<file path="config.mk">
export PLATFORM = sky130hd
export DESIGN_NAME = blfg_top
export DESIGN_NICKNAME = d
export VERILOG_FILES = /design/src/rtl/blfg_pkg.sv /design/src/rtl/blfg_fade_ramp.sv /design/src/rtl/blfg_top.sv
export SDC_FILE = /design/constraint.sdc
export NUM_CORES = 1
export LEC_CHECK = 0
export ABC_CLOCK_PERIOD_IN_PS = 4450
export BUFFER_PORTS_ARGS = -buffer_cell sky130_fd_sc_hd__buf_2
export CAP_MARGIN = 0
export CORE_ASPECT_RATIO = 1.4
export CORE_MARGIN = 10
export CORE_UTILIZATION = 40
export CTS_CLUSTER_DIAMETER = 60
export CTS_CLUSTER_SIZE = 30
export DETAILED_ROUTE_END_ITERATION = 12
export GPL_ROUTABILITY_DRIVEN = 0
export GPL_TIMING_DRIVEN = 0
export HOLD_SLACK_MARGIN = 0.12
export PLACE_DENSITY = 0.6
export SLEW_MARGIN = 20
export SYNTH_ARGS = -nofsm -noshare
export SYNTH_HDL_FRONTEND = slang
export SYNTH_SLANG_ARGS = --single-unit
</file>
<file path="constraint.sdc">
create_clock -name i_sys_clk -period 4.45 [get_ports i_sys_clk]
set_clock_uncertainty 0.05 [all_clocks]
set_input_delay 0.6675 -clock i_sys_clk [delete_from_list [all_inputs] [get_ports i_sys_clk]]
set_output_delay 0.6675 -clock i_sys_clk [all_outputs]
set_load 0.03 [all_outputs]
</file>
<file path="src/rtl/blfg_pkg.sv">
// Shared constants and types for the backlight fade and pin port block.
package blfg_pkg;

  // ----------------------------------------------------------------------
  // Register offsets
  // ----------------------------------------------------------------------
  localparam logic [7:0] WHITE_LED_CONTROL_OFF = 8'h03;
  localparam logic [7:0] PRIMARY_CURRENT_CODE_OFF = 8'h04;
  localparam logic [7:0] SECONDARY_CURRENT_CODE_OFF = 8'h05;
  localparam logic [7:0] PIN_DIRECTION_CONTROL_OFF = 8'h06;
  localparam logic [7:0] PIN_LEVEL_DATA_OFF = 8'h07;
  localparam logic [7:0] EXT_DIM_CONTROL_OFF = 8'h2B;

  // ----------------------------------------------------------------------
  // Field positions
  // ----------------------------------------------------------------------
  localparam int CTRL_W = 6;
  localparam int PWM_SEL_BIT = 4;
  localparam int PIN_CNT = 3;
  localparam int DIM_W = 2;
  localparam int CODE_W = 8;
  localparam int STEP_CNT_W = 16;

  // ----------------------------------------------------------------------
  // Values after reset
  // ----------------------------------------------------------------------
  localparam logic [7:0] CODE_RST = 8'h00;
  localparam logic [2:0] PIN_BITS_RST = 3'h0;
  localparam logic [15:0] STEP_CNT_RST = 16'h0000;

  // ----------------------------------------------------------------------
  // Timing: full-scale fade times and the per-step interval they imply
  // ----------------------------------------------------------------------
  localparam int CLK_HZ = 10_000_000;
  localparam int FADE_SLOW_MS = 1300;
  localparam int FADE_FAST_MS = 650;
  localparam int FULL_SCALE_STEPS = 255;
  // Rounded down so a full ramp never overruns the programmed time.
  localparam int FADE_SLOW_STEP_CYC =
    FADE_SLOW_MS * (CLK_HZ / 1000) / FULL_SCALE_STEPS;
  localparam int FADE_FAST_STEP_CYC =
    FADE_FAST_MS * (CLK_HZ / 1000) / FULL_SCALE_STEPS;

  // ----------------------------------------------------------------------
  // Carriers
  // ----------------------------------------------------------------------
  // Bit order matches the control register, bit 5 down to bit 0.
  typedef struct packed {
    logic fade_rate_select;
    logic fade_target_select;
    logic fade_enable;
    logic shared_dac_mode;
    logic primary_string_enable;
    logic secondary_string_enable;
  } blfg_white_led_ctrl_s;

  // Bit 1 primary, bit 0 secondary.
  typedef struct packed {
    logic primary_ext_dim_enable;
    logic secondary_ext_dim_enable;
  } blfg_ext_dim_s;

  // One register access from the serial slave engine.
  typedef struct packed {
    logic [7:0] addr;
    logic [7:0] wdata;
    logic wr;
    logic rd;
  } blfg_reg_req_s;

endpackage

</file>
<file path="src/rtl/blfg_fade_ramp.sv">
// Single-string fade ramp that walks the applied current code to a target.
`timescale 1ns/1ps

module blfg_fade_ramp #(
  parameter int unsigned P_SLOW_STEP_CYC = blfg_pkg::FADE_SLOW_STEP_CYC,
  parameter int unsigned P_FAST_STEP_CYC = blfg_pkg::FADE_FAST_STEP_CYC
) (
  input wire logic i_sys_clk,
  input wire logic i_sys_rst,
  input wire logic [7:0] i_target,
  input wire logic i_fade_active,
  input wire logic i_fade_fast,
  output logic [7:0] o_code
);

  // ----------------------------------------------------------------------
  // Step timing
  // ----------------------------------------------------------------------
  logic [7:0] code_reg;
  logic [7:0] code_next;
  logic [15:0] cnt_reg;
  logic [15:0] cnt_next;
  wire [15:0] step_last = i_fade_fast ? 16'(P_FAST_STEP_CYC - 1)
                                      : 16'(P_SLOW_STEP_CYC - 1);
  wire at_target = (code_reg == i_target);
  // A rate change mid-ramp may leave the count past the new limit.
  wire step_due = (cnt_reg >= step_last);

  // One step per interval, so a partial change takes a share of the time.
  always_comb begin
    code_next = code_reg;
    cnt_next = cnt_reg + 16'h0001;
    if (!i_fade_active) begin
      code_next = i_target;
      cnt_next = blfg_pkg::STEP_CNT_RST;
    end else if (at_target) begin
      cnt_next = blfg_pkg::STEP_CNT_RST;
    end else if (step_due) begin
      cnt_next = blfg_pkg::STEP_CNT_RST;
      code_next = (code_reg < i_target) ? code_reg + 8'h01
                                        : code_reg - 8'h01;
    end
  end

  // Applied code and interval counter.
  always_ff @(posedge i_sys_clk or posedge i_sys_rst) begin
    if (i_sys_rst) begin
      code_reg <= blfg_pkg::CODE_RST;
      cnt_reg <= blfg_pkg::STEP_CNT_RST;
    end else begin
      code_reg <= code_next;
      cnt_reg <= cnt_next;
    end
  end

  assign o_code = code_reg;

  // ----------------------------------------------------------------------
  // Checks
  // ----------------------------------------------------------------------
  logic [15:0] gap_reg;

  // Cycles since the applied code last moved, saturating.
  always_ff @(posedge i_sys_clk or posedge i_sys_rst) begin
    if (i_sys_rst) begin
      gap_reg <= blfg_pkg::STEP_CNT_RST;
    end else if (code_next != code_reg) begin
      gap_reg <= blfg_pkg::STEP_CNT_RST;
    end else if (gap_reg != 16'hFFFF) begin
      gap_reg <= gap_reg + 16'h0001;
    end
  end
endmodule // blfg_fade_ramp

</file>
<file path="src/rtl/blfg_top.sv">
// Backlight current control with fade ramps and a three-pin I/O port.
`timescale 1ns/1ps

// ------------------------------------------------------------------------
// Operation
// ------------------------------------------------------------------------
// Operation
// - Fade ramps current only while fade_enable is set, else jumps.
// - Full-scale fade takes 1.3 s at rate 0, 0.65 s at rate 1.
// - Fade target select 0 ramps primary string, 1 ramps secondary.
// - Smaller code changes finish in proportionally shorter time.
// - Shared mode drives both strings from the primary code.
// - Shared mode with target 0 ramps both strings together.
// - Current codes at 04H and 05H are 8 bits, 0.1 mA a step.
// - Register 06H bits 2:0 set each pin input (0) or output (1).
// - PWM input select makes pin 0 an input despite its direction.
// - Only pin 0 carries PWM; pins 1 and 2 are plain I/O.
// - Output pins drive the levels held in register 07H bits 2:0.
// - Reading 07H returns the real pin levels in any direction.
// - Register 2BH enables external dimming per string.
// - Dimmed strings conduct while pin 0 is high, off while low.
module blfg_top #(
  parameter int unsigned P_SLOW_STEP_CYC = blfg_pkg::FADE_SLOW_STEP_CYC,
  parameter int unsigned P_FAST_STEP_CYC = blfg_pkg::FADE_FAST_STEP_CYC
) (
  input wire logic i_sys_clk,
  input wire logic i_sys_rst,
  input wire blfg_pkg::blfg_reg_req_s i_reg,
  output logic [7:0] o_reg_rdata,
  input wire logic [2:0] i_gpio_pin,
  output logic [2:0] o_gpio_out,
  output logic [2:0] o_gpio_oe,
  output logic [7:0] o_primary_code,
  output logic [7:0] o_secondary_code,
  output logic o_primary_on,
  output logic o_secondary_on
);

  // ----------------------------------------------------------------------
  // Address decode
  // ----------------------------------------------------------------------
  function automatic logic addr_hit(input logic [7:0] addr,
                                    input logic [7:0] off);
    addr_hit = (addr == off);
  endfunction

  wire wr_ctrl = i_reg.wr &&
    addr_hit(i_reg.addr, blfg_pkg::WHITE_LED_CONTROL_OFF);
  wire wr_pri = i_reg.wr &&
    addr_hit(i_reg.addr, blfg_pkg::PRIMARY_CURRENT_CODE_OFF);
  wire wr_sec = i_reg.wr &&
    addr_hit(i_reg.addr, blfg_pkg::SECONDARY_CURRENT_CODE_OFF);
  wire wr_dir = i_reg.wr &&
    addr_hit(i_reg.addr, blfg_pkg::PIN_DIRECTION_CONTROL_OFF);
  wire wr_data = i_reg.wr &&
    addr_hit(i_reg.addr, blfg_pkg::PIN_LEVEL_DATA_OFF);
  wire wr_dim = i_reg.wr &&
    addr_hit(i_reg.addr, blfg_pkg::EXT_DIM_CONTROL_OFF);

  // ----------------------------------------------------------------------
  // Register file
  // ----------------------------------------------------------------------
  blfg_pkg::blfg_white_led_ctrl_s ctrl_reg;
  blfg_pkg::blfg_ext_dim_s dim_reg;
  logic [7:0] pri_code_reg;
  logic [7:0] sec_code_reg;
  logic [2:0] dir_reg;
  logic pwm_sel_reg;
  logic [2:0] data_reg;

  // Software writes; unmapped addresses are ignored and reserved bits dropped.
  always_ff @(posedge i_sys_clk or posedge i_sys_rst) begin
    if (i_sys_rst) begin
      ctrl_reg <= '0;
      dim_reg <= '0;
      pri_code_reg <= blfg_pkg::CODE_RST;
      sec_code_reg <= blfg_pkg::CODE_RST;
      dir_reg <= blfg_pkg::PIN_BITS_RST;
      pwm_sel_reg <= 1'b0;
      data_reg <= blfg_pkg::PIN_BITS_RST;
    end else begin
      if (wr_ctrl) begin
        ctrl_reg <= i_reg.wdata[blfg_pkg::CTRL_W-1:0];
      end
      if (wr_pri) begin
        pri_code_reg <= i_reg.wdata;
      end
      if (wr_sec) begin
        sec_code_reg <= i_reg.wdata;
      end
      if (wr_dir) begin
        dir_reg <= i_reg.wdata[blfg_pkg::PIN_CNT-1:0];
        pwm_sel_reg <= i_reg.wdata[blfg_pkg::PWM_SEL_BIT];
      end
      if (wr_data) begin
        data_reg <= i_reg.wdata[blfg_pkg::PIN_CNT-1:0];
      end
      if (wr_dim) begin
        dim_reg <= i_reg.wdata[blfg_pkg::DIM_W-1:0];
      end
    end
  end

  // ----------------------------------------------------------------------
  // Pin port
  // ----------------------------------------------------------------------
  logic [2:0] pin_meta_reg;
  logic [2:0] pin_sync_reg;

  // Pins are asynchronous to this clock, so two flops precede any use.
  always_ff @(posedge i_sys_clk or posedge i_sys_rst) begin
    if (i_sys_rst) begin
      pin_meta_reg <= blfg_pkg::PIN_BITS_RST;
      pin_sync_reg <= blfg_pkg::PIN_BITS_RST;
    end else begin
      pin_meta_reg <= i_gpio_pin;
      pin_sync_reg <= pin_meta_reg;
    end
  end

  // Per-pin drivers; only pin 0 can be taken over as the dimming input.
  genvar gp;
  generate
    for (gp = 0; gp < blfg_pkg::PIN_CNT; gp++) begin : g_pin
      if (gp == 0) begin : g_pwm_pin
        assign o_gpio_oe[gp] = dir_reg[gp] && !pwm_sel_reg;
      end else begin : g_plain_pin
        assign o_gpio_oe[gp] = dir_reg[gp];
      end
      assign o_gpio_out[gp] = data_reg[gp];
    end
  endgenerate

  // ----------------------------------------------------------------------
  // Read path
  // ----------------------------------------------------------------------
  logic [7:0] rdata_mux;
  logic [7:0] rdata_reg;

  // The data register reads back the pins, not the stored output levels.
  always_comb begin
    rdata_mux = 8'h00;
    if (addr_hit(i_reg.addr, blfg_pkg::WHITE_LED_CONTROL_OFF)) begin
      rdata_mux = {2'h0, ctrl_reg};
    end else if (addr_hit(i_reg.addr, blfg_pkg::PRIMARY_CURRENT_CODE_OFF))
    begin
      rdata_mux = pri_code_reg;
    end else if (addr_hit(i_reg.addr, blfg_pkg::SECONDARY_CURRENT_CODE_OFF))
    begin
      rdata_mux = sec_code_reg;
    end else if (addr_hit(i_reg.addr, blfg_pkg::PIN_DIRECTION_CONTROL_OFF))
    begin
      rdata_mux = {3'h0, pwm_sel_reg, 1'b0, dir_reg};
    end else if (addr_hit(i_reg.addr, blfg_pkg::PIN_LEVEL_DATA_OFF)) begin
      rdata_mux = {5'h00, pin_sync_reg};
    end else if (addr_hit(i_reg.addr, blfg_pkg::EXT_DIM_CONTROL_OFF)) begin
      rdata_mux = {6'h00, dim_reg};
    end
  end

  // Read data is captured on the read strobe and held until the next one.
  always_ff @(posedge i_sys_clk or posedge i_sys_rst) begin
    if (i_sys_rst) begin
      rdata_reg <= 8'h00;
    end else if (i_reg.rd) begin
      rdata_reg <= rdata_mux;
    end
  end

  assign o_reg_rdata = rdata_reg;

  // ----------------------------------------------------------------------
  // Fade ramps
  // ----------------------------------------------------------------------
  // Index 0 is the primary string, index 1 the secondary string.
  logic [7:0] ramp_target [2];
  logic [7:0] ramp_code [2];
  logic [1:0] fade_act;

  // In shared mode the secondary string follows the primary code, and a
  // target select of 0 then ramps both strings in lockstep.
  assign ramp_target[0] = pri_code_reg;
  assign ramp_target[1] = ctrl_reg.shared_dac_mode ? pri_code_reg
                                                   : sec_code_reg;
  assign fade_act[0] = ctrl_reg.fade_enable &&
                       !ctrl_reg.fade_target_select;
  assign fade_act[1] = ctrl_reg.fade_enable &&
                       (ctrl_reg.fade_target_select ||
                        ctrl_reg.shared_dac_mode);

  genvar gs;
  generate
    for (gs = 0; gs < 2; gs++) begin : g_ramp
      blfg_fade_ramp #(
        .P_SLOW_STEP_CYC(P_SLOW_STEP_CYC),
        .P_FAST_STEP_CYC(P_FAST_STEP_CYC)
      ) u_ramp (
        .i_sys_clk(i_sys_clk),
        .i_sys_rst(i_sys_rst),
        .i_target(ramp_target[gs]),
        .i_fade_active(fade_act[gs]),
        .i_fade_fast(ctrl_reg.fade_rate_select),
        .o_code(ramp_code[gs])
      );
    end
  endgenerate

  assign o_primary_code = ramp_code[0];
  assign o_secondary_code = ramp_code[1];

  // ----------------------------------------------------------------------
  // String enables and external dimming
  // ----------------------------------------------------------------------
  // Dimming acts only once pin 0 is configured as the dimming input; a
  // dimming enable made before the pin 0 select lets two stale pin samples reach a string.
  wire pwm_level = pwm_sel_reg && pin_sync_reg[0];
  wire pri_dim = dim_reg.primary_ext_dim_enable && pwm_sel_reg;
  wire sec_dim = dim_reg.secondary_ext_dim_enable && pwm_sel_reg;
  wire pri_on_next = ctrl_reg.primary_string_enable &&
                     (!pri_dim || pwm_level);
  wire sec_on_next = ctrl_reg.secondary_string_enable &&
                     (!sec_dim || pwm_level);
  logic pri_on_reg;
  logic sec_on_reg;

  // Sink enables are registered to keep the outputs free of decode spikes.
  always_ff @(posedge i_sys_clk or posedge i_sys_rst) begin
    if (i_sys_rst) begin
      pri_on_reg <= 1'b0;
      sec_on_reg <= 1'b0;
    end else begin
      pri_on_reg <= pri_on_next;
      sec_on_reg <= sec_on_next;
    end
  end

  assign o_primary_on = pri_on_reg;
  assign o_secondary_on = sec_on_reg;
endmodule // blfg_top

</file>
Yosys cells after proc, flatten, opt, wreduce, memory -nomap -nowiden
Index checks and enable logic that the tools add are counted.
{"block": "word_totals", "in_bits": 23, "regBits": 95, "out_inout_bits": 32, "wordCells": 89}
{"block": "op_classes", "magnitude_cmp": 4, "eq_ne": 12, "addsub": 6, "mux": 22, "reduce_logical": 23}
{"op": "$mux 16", "n": 7}
{"op": "$mux 8", "n": 12}
{"op": "$add 16x1->16 const B", "n": 2}
{"op": "$eq 8x3->1 const B", "n": 4}
{"op": "$ge 16x16->1", "n": 2}
{"op": "$add 8x1->8 const B", "n": 2}
{"op": "$eq 8x8->1", "n": 2}
{"op": "$lt 8x8->1", "n": 2}
{"op": "$sub 8x1->8 const B", "n": 2}
{"op": "$logic_and 1x1->1", "n": 14}
{"op": "$eq 8x2->1 const B", "n": 1}
{"op": "$eq 8x6->1 const B", "n": 1}
{"op": "$ne 2x2->1 const B", "n": 4}
{"op": "$mux 5", "n": 1}
{"op": "$logic_not 1->1", "n": 4}
{"op": "$reduce_and 2->1", "n": 2}
{"op": "$logic_or 1x1->1", "n": 3}
{"op": "$mux 3", "n": 1}
{"op": "$mux 2", "n": 1}

Longest topological paths before layout
{"block": "depth", "depth_word": 7, "ltp_mapped": 14, "depth_no_buf": 13}

Cells and area by module
A second synthesis with hierarchy kept.
{"block": "unflattened", "cells_unflattened": 559, "area_unflattened_um2": 5893.2}
{"module": "blfg_top", "seq_area_each_um2": 1176.1, "area_each_um2": 2207.1, "n_inst": 1, "cells_each": 170}
{"module": "blfg_fade_ramp at g_ramp[1].u_ramp", "seq_area_each_um2": 600.6, "area_each_um2": 1850.5, "n_inst": 1, "cells_each": 197}
{"module": "blfg_fade_ramp at g_ramp[0].u_ramp", "seq_area_each_um2": 600.6, "area_each_um2": 1835.5, "n_inst": 1, "cells_each": 192}

Worst setup path after synthesis
No wires, ideal clock.
{"block": "synth_timing", "path_type": "flip-flop to flip-flop", "from": "register g_ramp[0].u_ramp.code_reg[1]", "to": "register g_ramp[0].u_ramp.code_reg[7]", "t_required_ps": 4310, "stages_incl_launch_ff": 13, "setup_time_ps": 90, "period_less_slack_ps": 3414, "arrival_ps": 3274, "path_buffers": 0, "setup_slack_ps": 1036, "path_cell_list": "dfrtp_1 > ha_1 > nor2b_1 > o211ai_1 > a21oi_1 > or3_1 > ha_1 > nand3_1 > o211ai_1 > o41ai_1 > or4_1 > a2111o_1 > o221ai_1"}
{"block": "synth_between", "elab_chain_cells": 5, "word_cells_on_any_way": 10, "cone_classes": "add/sub (2); order compare (1); eq/ne (2); mux (4); reduce/logical (1)"}
{"item": "start: declaration", "line": "blfg_fade_ramp.sv:19", "text": "logic [7:0] code_reg;"}
{"item": "start signal: assignment", "line": "blfg_fade_ramp.sv:48", "text": "code_reg <= blfg_pkg::CODE_RST;"}
{"item": "start signal: assignment", "line": "blfg_fade_ramp.sv:51", "text": "code_reg <= code_next;"}
{"item": "$sub 8x1->8, or another cell as far along", "line": "blfg_fade_ramp.sv:41", "text": ": code_reg - 8'h01;"}
{"item": "$mux 8", "line": "blfg_fade_ramp.sv:40", "text": "code_next = (code_reg < i_target) ? code_reg + 8'h01"}
{"item": "$mux 8", "line": "blfg_fade_ramp.sv:38", "text": "end else if (step_due) begin"}
{"item": "$mux 8", "line": "blfg_fade_ramp.sv:36", "text": "end else if (at_target) begin"}
{"item": "$mux 8", "line": "blfg_fade_ramp.sv:33", "text": "if (!i_fade_active) begin"}
Parallel ways exist; a longest one is shown, timed or not. The select of a mux whose other input is x is not followed.
A chain may end at the register's enable or synchronous reset.

Worst setup path after layout
{"block": "layout_timing", "from": "register ctrl_reg[2] in the netlist's numbering", "to": "register g_ramp[1].u_ramp.code_reg[7]"}
{"block": "layout_between", "elab_chain_cells": 6, "word_cells_on_any_way": 12, "cone_classes": "order compare (1); eq/ne (3); mux (5); reduce/logical (3)"}
{"item": "start: declaration", "line": "blfg_top.sv:63", "text": "blfg_pkg::blfg_white_led_ctrl_s ctrl_reg;"}
{"item": "start signal: assignment", "line": "blfg_top.sv:83", "text": "ctrl_reg <= i_reg.wdata[blfg_pkg::CTRL_W-1:0];"}
{"item": "$mux 8", "line": "blfg_top.sv:183", "text": "assign ramp_target[1] = ctrl_reg.shared_dac_mode ? pri_code_reg"}
{"item": "$lt 8x8->1", "line": "blfg_fade_ramp.sv:40"}
{"item": "$mux 8", "line": "blfg_fade_ramp.sv:40"}
{"item": "$mux 8", "line": "blfg_fade_ramp.sv:38"}
{"item": "$mux 8", "line": "blfg_fade_ramp.sv:36"}
{"item": "$mux 8", "line": "blfg_fade_ramp.sv:33"}
{"item": "end signal: assignment", "line": "blfg_fade_ramp.sv:48"}
{"item": "end signal: assignment", "line": "blfg_fade_ramp.sv:51"}
{"item": "end: declaration", "line": "blfg_fade_ramp.sv:19"}
Parallel ways exist; a longest one is shown, timed or not. The select of a mux whose other input is x is not followed.

==> summary.md <==
| Metric | Value |
|---|---|
| Run status | `finished clean` |
| Max-slew violation count | `0` |
| Post-synth top flop | `dfrtp_1` |
| Chip Width | `120 um` |
| Count leader, synth | `dfrtp_1` |
| Ranking of synthesized cells by area | `dfrtp_1 43%, ha_1 10%, mux2_2 7.3%, nor2_1 4.1%, xor2_1 3.3%` |
| Root Driver | `clkbuf_16` |
| Num rows | `50` |
| Initial Util | `0.411` |
| Diodes inserted | `0` |
| Final Hold Vio Count | `0` |
| Post-DP HPWL | `9860 um` |
| RSZ-0062 raised after global routing | `no` |
| Top Ports | `55` |
| Clock transition at the registers of the reported paths | `0.07 ns` |
| Ys async rst share | `1.00` |
| Yosys top cell by area | `dfrtp_1` |
| Max IR drop VDD | `0.181 mV` |
| Avg Vias per Cell | `5.45` |
| Vias in the first global route | `4,395` |
| Clock sink count | `95` |
| Final core utilization | `0.470` |
| Max cap viols | `0` |
| Die footprint | `19,100 um2` |
| Net Count, Synth | `609` |
| Post-DRT Antenna Nets | `0` |
| Tmin final | `3.75 ns` |
| PortBufs | `50` |
| # resized after CTS | `0` |
| Final setup viols | `0` |
| Most frequent cells after synthesis | `95 x dfrtp_1, 61 x nor2_1, 45 x ha_1, 36 x mux2_2, 32 x nand2_1` |
| Crit-path max FO | `10` |
| Flops & latches, synth | `95` |
| Initial antenna violation count | `0` |
| Min-delay worst type | `in -> async` |
| Clk_lat worst skew | `0.35 ns` |
| Measured slew at the worst slew-check pin | `0.592 ns` |
| Synth Area per Inst | `10.3 um2` |
| Area share of the largest cell type after synthesis | `0.428` |
| Slew HR | `0.603` |
| Mapped cell area | `5550 um2` |
| GRT overflow | `0` |
| Synthesis Warnings | `0` |
| Register area share after synthesis | `0.428` |
| PwrDens | `364 nW/um2` |
| Clk buf depth | `2` |
| Detailed Route Iter0 Violations | `199` |
| Synthesized instance count | `539` |
| Pin count of the biggest net entering global routing | `82` |
| Die H | `159 um` |
| Hold-fix buffers at CTS | `0` |
| DRT Pass-1 Iters | `5` |
| Total setup buffers inserted after CTS | `0` |
| Startpoint types | `register` |
| Layout area overhead | `14.3%` |
| GRT Util Overall | `0.138` |
| Routed len/inst | `16.6 um` |
| Post-synth EDFFs | `0` |
| Synth cell types | `58` |
| Nets | `671` |
| First-pass GRT wire length | `21,900 um` |
| CTS Buf Count | `9` |
| CP Class | `reg -> reg` |
| Worst Setup End Kind | `register` |
| WL final | `13,100 um` |
| H-Tree Depth | `3` |
| Residual DRC count | `0` |
| Critical Path AT | `3.96 ns` |
| Post-Route Setup TNS | `0 ns` |
| CTS tree | `done` |
| Layout cells sized above 1 | `0.211` |
| Vias | `4,291` |
| CP Data Required Time | `4.66 ns` |
| Largest register FFs | `32` |
| Final period utilization | `0.844` |
| Core area | `13,500 um2` |
| Max Clk Rate | `266 MHz` |
| Leakage | `2.94 nW` |
==> path summary, 6_finish.rpt <==
kind	cells after the start	end	from	slack [ns]
setup / recovery	14	g_ramp[1].u_ramp.o_code[7]	ctrl_reg[2]	0.70
hold / removal	2	g_ramp[1].u_ramp.cnt_reg[2]	i_sys_rst	0.18
setup reg to reg	14	g_ramp[1].u_ramp.o_code[7]	ctrl_reg[2]	0.70
hold reg to reg	0	pin_sync_reg[1]	pin_meta_reg[1]	0.30
max in group asynchronous	3	g_ramp[0].u_ramp.o_code[4]	i_sys_rst	3.54
min in group i_sys_clk	0	pin_sync_reg[1]	pin_meta_reg[1]	0.30
==> metrics by stage <==
stage	worst slack [ns]	area (um2)	std cells	hold slack, ns	power [W]
floorplan	1.04	5550	539	0.281	0.00142
global placement	0.150	6030	771	0.289	0.00156
detailed placement	0.809	6060	772	0.291	0.00158
CTS	0.777	6350	788	0.169	0.00234
global route	0.423	6350	788	0.178	0.00245
finish	0.695	6350	788	0.179	0.00231
==> layout make-up <==
class	instances	area (um2)
clock inverter	7	60.1
fill	1346	7160
clock buffer	9	225
buffer	16	90.1
multi-input combinational	408	3010
tap	182	228
inverter	20	80.1
sequential	95	2380
timing repair buffer	51	278
==> report_power, final <==
group / internal [W] / switching, W / total, W
sequential: 0.000900 / 0.0000421 / 0.000942
clock: 0.000389 / 0.000352 / 0.000741
combinational: 0.000240 / 0.000387 / 0.000627
total: 0.00153 / 0.000782 / 0.00231
==> metal layers <==
| metal | global-route usage | up-vias | part of all wire |
|---|---|---|---|
| li1 | - | 2082 | - |
| met1 | 0.167 | 2107 | 0.44 |
| met2 | 0.234 | 83 | 0.50 |
| met3 | 0.0319 | 19 | 0.042 |
| met4 | 0.0440 | 0 | 0.014 |
| met5 | 0 | - | 0 |
==> critical path: stages (launching register included) <==
cell and delay (ns):
dfrtp_1 0.37, buf_2 0.31, mux2i_1 0.39, ha_1 0.33, a21oi_1 0.14, a21boi_0 0.12, nor2_1 0.15, nand2b_1 0.26
ha_1 0.47, nand3_1 0.12, o2111a_1 0.27, nor2_1 0.12, nand3b_1 0.10, a2111o_1 0.38, o221ai_1 0.08
==> logic make-up (layout without fill, tap and decap cells) <==
family                     after synthesis  after routing  synth area share
adders and majority gates               47             47             0.109
and+or+nand+nor                        176            176             0.152
AOI/OAI and AO/OA                      103            103             0.131
muxes                                   47             47            0.0951
xor gates and xnor gates                35             35            0.0552
buffers and inverters                   36            103            0.0297
DFF                                     95             95             0.428
==> cells in the final DEF, fill, tap and decap left out, drive strengths merged, types with 8 or more instances in the layout <==
master,instances
nand4,8
xnor2,14
nand3,27
mux2i,10
buf,60
nor3,11
a21oi,30
xor2,21
ha,45
and3,13
dfrtp,95
o21ai,18
clkbuf,16
nor2,64
nand2,32
mux2,36
inv,24
(Power assumes the default switching activity.)
